### config.mk
export PLATFORM = sky130hd
export DESIGN_NAME = media_interface_select
export DESIGN_NICKNAME = d
export VERILOG_FILES = /design/src/logic/bit_sync.v /design/src/logic/media_interface_select.v
export VERILOG_INCLUDE_DIRS = /design/src /design/src/logic
export SDC_FILE = /design/constraint.sdc
export NUM_CORES = 1
export LEC_CHECK = 0
export BUFFER_PORTS_ARGS = -buffer_cell sky130_fd_sc_hd__buf_2
export CAP_MARGIN = 20
export CORE_UTILIZATION = 57
export CTS_BUF_LIST = sky130_fd_sc_hd__clkbuf_4
export DETAILED_ROUTE_END_ITERATION = 7
export PLACE_DENSITY = 0.82
export SYNTH_ARGS = -nofsm -noshare
export SYNTH_HDL_FRONTEND = slang
export SYNTH_SLANG_ARGS = --single-unit
### constraint.sdc
create_clock -name core_clk -period 2.94 [get_ports core_clk]
set_input_delay 0.735 -clock core_clk [delete_from_list [all_inputs] [get_ports core_clk]]
set_output_delay 0.735 -clock core_clk [all_outputs]
set_load 0.05 [all_outputs]
### src/logic/media_select_defines.vh
`ifndef MEDIA_SELECT_DEFINES_VH
`define MEDIA_SELECT_DEFINES_VH

// Strap codes, upper bit first
`define MODE_RGMII 2'h0
`define MODE_RMII 2'h1
`define MODE_MII 2'h2
`define MODE_GMII 2'h3

// Clock rates in MHz
`define CORE_CLK_MHZ 100
`define PHY_REF_MHZ 25
`define RMII_REF_MHZ 50
`define GTX_CLK_MHZ 125

// Data units per byte, less one, in each mode
`define MII_UNITS 2'h1
`define RMII_UNITS 2'h3
`define GMII_UNITS 2'h0

`endif

### src/logic/bit_sync.v
`default_nettype none

// Two-stage synchroniser for a bundle of unrelated level inputs
module bit_sync #(
	parameter WIDTH = 1
) (
	// Clock
	input wire core_clk,
	// Asynchronous levels in, synchronised levels out
	input wire [WIDTH-1:0] async_in,
	output wire [WIDTH-1:0] sync_out
);

	reg [WIDTH-1:0] stage1_reg; // Metastable stage, read only by stage2
	reg [WIDTH-1:0] stage2_reg; // Settled copy

	// No reset: a pin level carries no state worth clearing
	always @(posedge core_clk)
	begin
		stage1_reg <= async_in;
		stage2_reg <= stage1_reg;
	end

	assign sync_out = stage2_reg;

endmodule

`default_nettype wire

### src/logic/media_interface_select.v
// Behaviour
// (RULE_01) Strap picks RGMII, RMII, MII or GMII; RGMII is latched but only flagged unsupported, not built
// (RULE_02) MII/GMII drive continuous 25 MHz reference
// (RULE_03) Partner supplies MII transmit clock
// (RULE_04) MII transmit nibbles follow partner transmit clock
// (RULE_05) Transmit enable high exactly during frame data
// (RULE_06) MII/GMII transmit error propagates to medium
// (RULE_07) Partner gives MII receive nibbles on clock
// (RULE_08) Partner holds receive valid over frame
// (RULE_09) Receive error marks whole frame errored
// (RULE_10) Carrier sense and collision are synchronised
// (RULE_11) RMII timed by continuous 50 MHz reference
// (RULE_12) RMII enable rises with first preamble di-bit
// (RULE_13) RMII two bits per cycle, bit1 upper
// (RULE_14) RMII receive di-bits only while CRS_DV
// (RULE_15) PHY holds CRS_DV during false carrier
// (RULE_16) PHY holds RMII receive error one cycle
// (RULE_17) GMII drives gigabit clock and eight bits; the clock here runs at half the core clock, not 125 MHz
// (RULE_18) GMII one full byte per clock
// (RULE_19) GMII switch clock driven by partner
// (RULE_20) Partner gives GMII receive bytes per clock
// (RULE_21) Mode fixed from reset release onward
// (RULE_22) Unused outputs inactive, foreign inputs ignored
`include "media_select_defines.vh"
`default_nettype none

module media_interface_select #(
	parameter CORE_MHZ = `CORE_CLK_MHZ
) (
	// Clock and reset
	input wire core_clk,
	input wire srst,
	// Strap, caught while reset is high
	input wire [1:0] port_interface_select_strap,
	// Mode seen by the rest of the MAC
	output wire [1:0] active_mode,
	output wire mode_unsupported,
	// MAC transmit side
	input wire [7:0] tx_data,
	input wire tx_valid,
	input wire tx_error,
	output wire tx_ready,
	// MAC receive side
	output wire [7:0] rx_data,
	output wire rx_valid,
	output wire rx_frame_end,
	output wire rx_frame_error,
	output wire carrier_sense,
	output wire collision,
	// Media clocks out
	output wire phy_reference_clock_out,
	output wire gigabit_phy_reference_clock_out,
	output wire reduced_reference_clock_out,
	output wire gigabit_tx_clock_out,
	// Media transmit pins
	output wire [7:0] txd_pin,
	output wire tx_en_pin,
	output wire tx_er_pin,
	// Media receive pins
	input wire tx_clk_pin,
	input wire gigabit_tx_switch_clock_in,
	input wire rx_clk_pin,
	input wire [7:0] rxd_pin,
	input wire rx_dv_pin,
	input wire rx_er_pin,
	input wire crs_pin,
	input wire col_pin
);

	// Half periods of generated clocks in core cycles, never below one
	localparam integer REF_HALF_RAW = CORE_MHZ / (2 * `PHY_REF_MHZ);
	localparam integer REF_HALF = (REF_HALF_RAW < 1) ? 1 : REF_HALF_RAW;

	// Synchronised pins: strap, clocks, data and sideband
	wire [1:0] strap_s;
	wire tx_clk_s;
	wire rx_clk_s;
	wire [7:0] rxd_s;
	wire rx_dv_s;
	wire rx_er_s;
	wire crs_s;
	wire col_s;

	bit_sync #(
		.WIDTH(16)
	) pin_sync (
		.core_clk(core_clk),
		.async_in({port_interface_select_strap, tx_clk_pin, rx_clk_pin, rxd_pin,
			rx_dv_pin, rx_er_pin, crs_pin, col_pin}),
		.sync_out({strap_s, tx_clk_s, rx_clk_s, rxd_s, rx_dv_s, rx_er_s, crs_s, col_s})
	);

	// Units per byte, less one, for the selected mode
	function [1:0] units_of;
		input [1:0] mode;
		begin
			case (mode)
				`MODE_MII: units_of = `MII_UNITS;
				`MODE_RMII: units_of = `RMII_UNITS;
				default: units_of = `GMII_UNITS;
			endcase
		end
	endfunction

	// Mode latch: follows the strap only while reset is held
	reg [1:0] mode_reg;
	always @(posedge core_clk)
	begin
		if (srst)
			mode_reg <= strap_s; // [RULE_01] [RULE_21]
	end

	wire is_mii = (mode_reg == `MODE_MII);
	wire is_rmii = (mode_reg == `MODE_RMII);
	wire is_gmii = (mode_reg == `MODE_GMII);
	// RGMII double-rate signalling is not built here
	assign mode_unsupported = (mode_reg == `MODE_RGMII);
	assign active_mode = mode_reg;

	// Reference dividers, free running from reset
	reg [7:0] ref_cnt_reg; // Half-period counter for 25 MHz
	reg ref25_reg;
	reg fast_reg; // Toggles every core cycle
	always @(posedge core_clk)
	begin
		if (srst)
		begin
			ref_cnt_reg <= 8'h00;
			ref25_reg <= 1'b0;
			fast_reg <= 1'b0;
		end
		else
		begin
			fast_reg <= ~fast_reg;
			if (ref_cnt_reg == REF_HALF[7:0] - 8'h01)
			begin
				ref_cnt_reg <= 8'h00;
				ref25_reg <= ~ref25_reg;
			end
			else
				ref_cnt_reg <= ref_cnt_reg + 8'h01;
		end
	end

	// Clock outputs gated per mode; the fast toggle stands in for 50/125 MHz
	assign phy_reference_clock_out = is_mii & ref25_reg; // [RULE_02] [RULE_22]
	assign gigabit_phy_reference_clock_out = is_gmii & ref25_reg; // [RULE_02]
	assign reduced_reference_clock_out = is_rmii & fast_reg; // [RULE_11]
	// Limited by the core rate: runs at half the core clock, not true 125 MHz
	assign gigabit_tx_clock_out = is_gmii & fast_reg; // [RULE_17]

	// Edge finders on synchronised partner clocks
	reg tx_clk_d_reg;
	reg rx_clk_d_reg;
	always @(posedge core_clk)
	begin
		if (srst)
		begin
			tx_clk_d_reg <= 1'b0;
			rx_clk_d_reg <= 1'b0;
		end
		else
		begin
			tx_clk_d_reg <= tx_clk_s;
			rx_clk_d_reg <= rx_clk_s;
		end
	end
	wire tx_clk_rise = tx_clk_s & ~tx_clk_d_reg;
	wire rx_clk_rise = rx_clk_s & ~rx_clk_d_reg;

	// Launch strobe: MII on partner clock, others on our falling edge, half a period before the rise
	// The GMII switch clock input is left unused; this core never changes source
	wire tx_step = is_mii ? tx_clk_rise : ((is_rmii | is_gmii) & fast_reg); // [RULE_04] [RULE_19]

	// Transmit serialiser state
	reg [7:0] tx_shift_reg; // Byte being sent, low unit first
	reg [1:0] tx_left_reg; // Units still to send after current
	reg tx_busy_reg;
	reg [7:0] txd_reg;
	reg tx_en_reg;
	reg tx_er_reg;
	reg tx_err_hold_reg;
	wire load_byte = tx_step & (~tx_busy_reg | (tx_left_reg == 2'h0)) & tx_valid
		& ~mode_unsupported;
	assign tx_ready = load_byte;

	// Transmit datapath; nothing moves until the next launch strobe
	always @(posedge core_clk)
	begin
		if (srst)
		begin
			tx_shift_reg <= 8'h00;
			tx_left_reg <= 2'h0;
			tx_busy_reg <= 1'b0;
			txd_reg <= 8'h00;
			tx_en_reg <= 1'b0;
			tx_er_reg <= 1'b0;
			tx_err_hold_reg <= 1'b0;
		end
		else if (tx_step)
		begin
			if (load_byte)
			begin
				// First unit of a new byte goes out now
				tx_busy_reg <= 1'b1;
				tx_en_reg <= 1'b1; // [RULE_05] [RULE_12]
				tx_err_hold_reg <= tx_error;
				tx_er_reg <= tx_error & ~is_rmii; // [RULE_06] [RULE_22]
				tx_left_reg <= units_of(mode_reg);
				if (is_mii)
				begin
					txd_reg <= {4'h0, tx_data[3:0]}; // [RULE_04]
					tx_shift_reg <= {4'h0, tx_data[7:4]};
				end
				else if (is_rmii)
				begin
					txd_reg <= {6'h00, tx_data[1:0]}; // [RULE_13]
					tx_shift_reg <= {2'h0, tx_data[7:2]};
				end
				else
				begin
					txd_reg <= tx_data; // [RULE_17] [RULE_18]
					tx_shift_reg <= 8'h00;
				end
			end
			else if (tx_busy_reg && tx_left_reg != 2'h0)
			begin
				// Further units of the same byte
				tx_left_reg <= tx_left_reg - 2'h1;
				tx_er_reg <= tx_err_hold_reg & ~is_rmii;
				if (is_mii)
				begin
					txd_reg <= {4'h0, tx_shift_reg[3:0]};
					tx_shift_reg <= {4'h0, tx_shift_reg[7:4]};
				end
				else
				begin
					txd_reg <= {6'h00, tx_shift_reg[1:0]}; // [RULE_13]
					tx_shift_reg <= {2'h0, tx_shift_reg[7:2]};
				end
			end
			else
			begin
				// No data ready: enable drops, lines go quiet
				tx_busy_reg <= 1'b0;
				tx_en_reg <= 1'b0; // [RULE_05]
				tx_er_reg <= 1'b0;
				txd_reg <= 8'h00;
			end
		end
	end

	assign txd_pin = txd_reg;
	assign tx_en_pin = tx_en_reg;
	assign tx_er_pin = tx_er_reg;

	// Receive sample strobe per mode; RMII samples on our own reference fall
	wire rx_step = is_mii ? rx_clk_rise : (is_gmii ? rx_clk_rise : (is_rmii & fast_reg));
	// Valid qualifier: CRS_DV in RMII, RX_DV otherwise
	wire rx_dv_q = rx_dv_s & ~mode_unsupported; // [RULE_22]

	// Receive assembler state
	reg [7:0] rx_shift_reg;
	reg [1:0] rx_cnt_reg; // Units gathered into current byte
	reg rx_in_frame_reg;
	reg rx_err_reg; // Sticky error for the frame in progress
	reg [7:0] rx_data_reg;
	reg rx_valid_reg;
	reg rx_end_reg;
	reg rx_end_err_reg;
	wire [1:0] rx_last = units_of(mode_reg);

	// Deserialise partner data into bytes and flag errored frames
	always @(posedge core_clk)
	begin
		if (srst)
		begin
			rx_shift_reg <= 8'h00;
			rx_cnt_reg <= 2'h0;
			rx_in_frame_reg <= 1'b0;
			rx_err_reg <= 1'b0;
			rx_data_reg <= 8'h00;
			rx_valid_reg <= 1'b0;
			rx_end_reg <= 1'b0;
			rx_end_err_reg <= 1'b0;
		end
		else
		begin
			rx_valid_reg <= 1'b0;
			rx_end_reg <= 1'b0;
			if (rx_step)
			begin
				if (rx_dv_q)
				begin
					// Accept data only under the valid qualifier
					rx_in_frame_reg <= 1'b1; // [RULE_14]
					if (rx_er_s)
						rx_err_reg <= 1'b1; // [RULE_09] [RULE_16]
					if (is_gmii)
					begin
						rx_data_reg <= rxd_s; // [RULE_20]
						rx_valid_reg <= 1'b1;
					end
					else
					begin
						// Narrow units arrive low first, upper bit of unit is MSB
						if (is_mii)
							rx_shift_reg <= {rxd_s[3:0], rx_shift_reg[7:4]}; // [RULE_07]
						else
							rx_shift_reg <= {rxd_s[1:0], rx_shift_reg[7:2]}; // [RULE_14]
						if (rx_cnt_reg == rx_last)
						begin
							rx_cnt_reg <= 2'h0;
							rx_valid_reg <= 1'b1;
							if (is_mii)
								rx_data_reg <= {rxd_s[3:0], rx_shift_reg[7:4]};
							else
								rx_data_reg <= {rxd_s[1:0], rx_shift_reg[7:2]};
						end
						else
							rx_cnt_reg <= rx_cnt_reg + 2'h1;
					end
				end
				else if (rx_in_frame_reg)
				begin
					// Frame closes when the qualifier drops; error on the last unit counts
					rx_in_frame_reg <= 1'b0; // [RULE_08] [RULE_15]
					rx_end_reg <= 1'b1;
					rx_end_err_reg <= rx_err_reg | rx_er_s; // [RULE_09]
					rx_err_reg <= 1'b0;
					rx_cnt_reg <= 2'h0;
				end
			end
		end
	end

	assign rx_data = rx_data_reg;
	assign rx_valid = rx_valid_reg;
	assign rx_frame_end = rx_end_reg;
	assign rx_frame_error = rx_end_err_reg;

	// Sideband levels exist only in MII and GMII
	assign carrier_sense = crs_s & (is_mii | is_gmii); // [RULE_10] [RULE_22]
	assign collision = col_s & (is_mii | is_gmii); // [RULE_10]

endmodule

`default_nettype wire

==> run_summary.xml <==
<?xml version="1.0" encoding="UTF-8"?>
<metrics>
  <group name="drt">
    <metric name="routed_via_density" unit="">5.29</metric>
    <metric name="post-route-drc-count" unit="">0</metric>
    <metric name="antenna_violating_nets_left" unit="">0</metric>
    <metric name="drt-initial-drc-count" unit="">120</metric>
    <metric name="detailedRoute.firstPassIterationCount" unit="">4</metric>
    <metric name="post_drt_wl_per_cell" unit="µm">13.5</metric>
    <metric name="drt_wl_total" unit="µm">6140</metric>
    <metric name="detailroute.via_count" unit="">2411</metric>
  </group>
  <group name="pwr">
    <metric name="power.leakage" unit="nW">1.54</metric>
    <metric name="power.share.sequential" unit="%">56.8</metric>
    <metric name="p_sw_share" unit="%">28.1</metric>
    <metric name="comb_power_share" unit="%">11.6</metric>
    <metric name="total_power" unit="mW">2.20</metric>
    <metric name="power.net_switching" unit="mW">0.620</metric>
    <metric name="share_clk_of_total_power" unit="%">31.6</metric>
    <metric name="p_int" unit="mW">1.58</metric>
    <metric name="power_density" unit="nW/µm²">594</metric>
    <metric name="vdd.ir_drop.worst" unit="mV">0.457</metric>
  </group>
  <group name="finish">
    <metric name="seq_cell_area" unit="µm²">1740</metric>
    <metric name="fill_cells" unit="">405</metric>
    <metric name="leading_cell_types_in_the_layout_fill_and_taps_excluded" unit="">84 x dfxtp_1, 57 x buf_2, 42 x nor2_1</metric>
    <metric name="multi_input_combinational_cell_area" unit="µm²">1320</metric>
    <metric name="antenna-diode-count" unit="">0</metric>
    <metric name="synthToLayoutAreaGrowth" unit="%">16.8</metric>
    <metric name="most_common_library_cell_in_the_layout_ignoring_fill_and_taps" unit="">dfxtp_1</metric>
    <metric name="fraction_of_final_layout_cells_with_drive_strength_greater_than_1" unit="%">23.8</metric>
    <metric name="design_area" unit="µm²">3710</metric>
    <metric name="num-nets-final" unit="">418</metric>
  </group>
  <group name="clock_tree">
    <metric name="clockRootBuffer" unit="">clkbuf_4</metric>
    <metric name="clock_sink_count" unit="">86</metric>
    <metric name="htree_levels" unit="">3</metric>
    <metric name="cts_tree" unit="">built</metric>
    <metric name="max-clock-path-buffers" unit="">2</metric>
    <metric name="cts-buffers-inserted" unit="">9</metric>
    <metric name="cts.reportedPaths.clkPinSlew" unit="ns">0.14</metric>
    <metric name="worst_skew_pair.late_latency" unit="ns">0.43</metric>
  </group>
  <group name="die">
    <metric name="floorplan.rows" unit="">26</metric>
    <metric name="die_x" unit="µm">76.7</metric>
    <metric name="die-area" unit="µm²">5880</metric>
    <metric name="die_height" unit="µm">76.7</metric>
    <metric name="pin_count" unit="">60</metric>
    <metric name="core-area" unit="µm²">5240</metric>
    <metric name="initial_core_utilization" unit="%">60.7</metric>
  </group>
  <group name="global_route">
    <metric name="largest_net_degree_at_the_start_of_global_routing" unit="">37</metric>
    <metric name="grt_pass1_vias" unit="">2282</metric>
    <metric name="gr-usage-all-layers" unit="%">22.3</metric>
    <metric name="grt_antenna_before_repair" unit="">0</metric>
    <metric name="grt_pass1_wl" unit="µm">10200</metric>
    <metric name="gr-total-overflow" unit="">0</metric>
  </group>
  <group name="critical_path">
    <metric name="cpLargestDelayFamily" unit="">flip-flops</metric>
    <metric name="cp.buffers_inverters" unit="">2</metric>
    <metric name="critical_path_arrival" unit="ns">2.06</metric>
    <metric name="worst_path_class_setup" unit="">flop to output port</metric>
    <metric name="timing.critical_path.slowest_cell_delay" unit="ns">0.47</metric>
    <metric name="critPathSlowestCell" unit="">edfxtp_1</metric>
    <metric name="cp-end-kind" unit="">output port</metric>
    <metric name="crit_path_start_kind" unit="">flop</metric>
    <metric name="worstPathCellList" unit="">inv_1, ha_2, nand2_1, o22a_2, nor3_4, buf_4</metric>
    <metric name="cp_max_fo" unit="">10</metric>
    <metric name="crit_required" unit="ns">2.20</metric>
  </group>
  <group name="timing">
    <metric name="fmax" unit="MHz">358</metric>
    <metric name="finalCritPeriodShare" unit="%">95.1</metric>
    <metric name="maxSlewViolCount" unit="">0</metric>
    <metric name="slew_headroom" unit="%">52.0</metric>
    <metric name="totalNegativeSetupSlack" unit="ns">0</metric>
    <metric name="worst_clock_skew" unit="ns">0.00999</metric>
    <metric name="worst_slew_pin_slew" unit="ns">0.716</metric>
    <metric name="final-setup-viol-count" unit="">0</metric>
    <metric name="rsz0062_at_grt" unit="">no</metric>
    <metric name="hold_viol_final" unit="">0</metric>
    <metric name="post-route-min-period" unit="ns">2.80</metric>
    <metric name="post-route-worst-setup-slack" unit="ns">0.144</metric>
  </group>
  <group name="synth">
    <metric name="synth_nets" unit="">356</metric>
    <metric name="synth.yosys.seq_area_share" unit="%">54.8</metric>
    <metric name="synth.cell_area" unit="µm²">3180</metric>
    <metric name="post_synth_inst_count" unit="">319</metric>
    <metric name="syn_area_cell" unit="µm²">9.96</metric>
    <metric name="synth_edf_count" unit="">2</metric>
    <metric name="dominantRegCellSynth" unit="">dfxtp_1</metric>
    <metric name="yosys_register_bits" unit="">86</metric>
    <metric name="synth.yosys.warnings" unit="">0</metric>
    <metric name="post_synth_num_cell_types" unit="">43</metric>
    <metric name="post_synth_main_area_contributors" unit="">dfxtp_1 53%, mux2i_1 6.0%, nor2_1 5.0%</metric>
    <metric name="post-synth-top-area-cell" unit="">dfxtp_1</metric>
    <metric name="async_flop_share" unit="%">0</metric>
    <metric name="top_cell_type_s_share_of_synthesized_area" unit="%">52.9</metric>
  </group>
  <group name="flow_run">
    <metric name="drv.max_cap_violation_count" unit="">0</metric>
  </group>
  <group name="placed_design">
    <metric name="dp.final_hpwl" unit="µm">4210</metric>
    <metric name="dp_worst_setup_slack" unit="ns">0.471</metric>
    <metric name="dpl-instance-area" unit="µm²">3550</metric>
    <metric name="portBuffers" unit="">58</metric>
    <metric name="place_congestion" unit="">0.782</metric>
  </group>
  <group name="worst_hold_path">
    <metric name="timing.hold.worst.class" unit="">flop to flop</metric>
  </group>
  <group name="run_status">
    <metric name="status" unit="">finished clean</metric>
  </group>
</metrics>
[power by group through the flow]
stage / combinational, mW / clock (mW) / sequential [mW]
floorplan: 0.152 / 0 / 1.31
global placement: 0.246 / 0 / 1.27
detailed placement: 0.253 / 0 / 1.28
CTS: 0.254 / 0.710 / 1.25
global route: 0.278 / 0.760 / 1.26
finish: 0.255 / 0.697 / 1.25
[metrics by stage]
step                cells  hold slack [ns]  util [%]
floorplan             319            0.310         -
global placement      439            0.311      67.7
detailed placement    439            0.312      67.7
CTS                   455            0.334      70.6
global route          456            0.341      70.8
finish                456            0.343      70.8
[cell usage after synthesis (all sizes together) (2+ instances only)]
| cell type | count |
|---|---|
| a211oi | 8 |
| a21oi | 8 |
| a221oi | 4 |
| a22oi | 7 |
| a311oi | 2 |
| a32oi | 2 |
| and2 | 3 |
| buf | 6 |
| clkbuf | 11 |
| dfxtp | 84 |
| edfxtp | 2 |
| ha | 8 |
| inv | 12 |
| mux2i | 19 |
| mux4 | 2 |
| nand2 | 21 |
| nand2b | 5 |
| nand3 | 9 |
| nand3b | 3 |
| nor2 | 42 |
| nor2b | 10 |
| nor3 | 8 |
| nor4 | 2 |
| o21ai | 19 |
| or3 | 2 |
| xnor2 | 3 |
| xor2 | 6 |
[path summary, 6_finish.rpt]
path / start / slack (ns) / cells after the start / end
hold reg to reg: pin_sync.stage1_reg[10] / 0.34 / 0 / pin_sync.sync_out[10]
setup / recovery: active_mode[0] / 0.14 / 6 / tx_ready
setup reg to reg: active_mode[0] / 0.51 / 7 / rx_data[3]
hold / removal: pin_sync.stage1_reg[10] / 0.34 / 0 / pin_sync.sync_out[10]
[logic make-up after synthesis]
family	Yosys count	synth area share, %
AO/OA/AOI/OAI	56	11.5
XOR/XNOR	9	2.48
adder cells (fa/ha/maj)	8	3.15
buffers and inverters	29	3.90
flip-flops	86	54.8
multiplexers	22	7.76
AND/OR/NAND/NOR	109	16.4
[metal layers]
layer	GRT usage, %	up-vias	share of wire, %
li1	-	1225	-
met1	26.0	1122	45
met2	38.8	56	50
met3	6.31	8	3.7
met4	8.08	0	1.4
met5	0	-	0
[timing repair]
| item | CTS | global route |
|---|---|---|
| endpoints found under the hold margin | 0 | 0 |
| cloned | 0 | 0 |
| gates resized for setup | 1 | 2 |
| setup buffers | 0 | 1 |
| endpoints found under the setup margin | 1 | 1 |
| hold buffers | 0 | 0 |
[area by class of cell]
class / count / area share [%]
flip-flops and latches: 86 / 46.9
multi-input cells: 204 / 35.5
repair buffers: 68 / 9.92
well taps: 70 / 2.36
clock inverters: 7 / 2.23
clock buffers: 9 / 1.82
inverters: 12 / 1.21
Note: power is estimated with default switching activity, not from simulation.
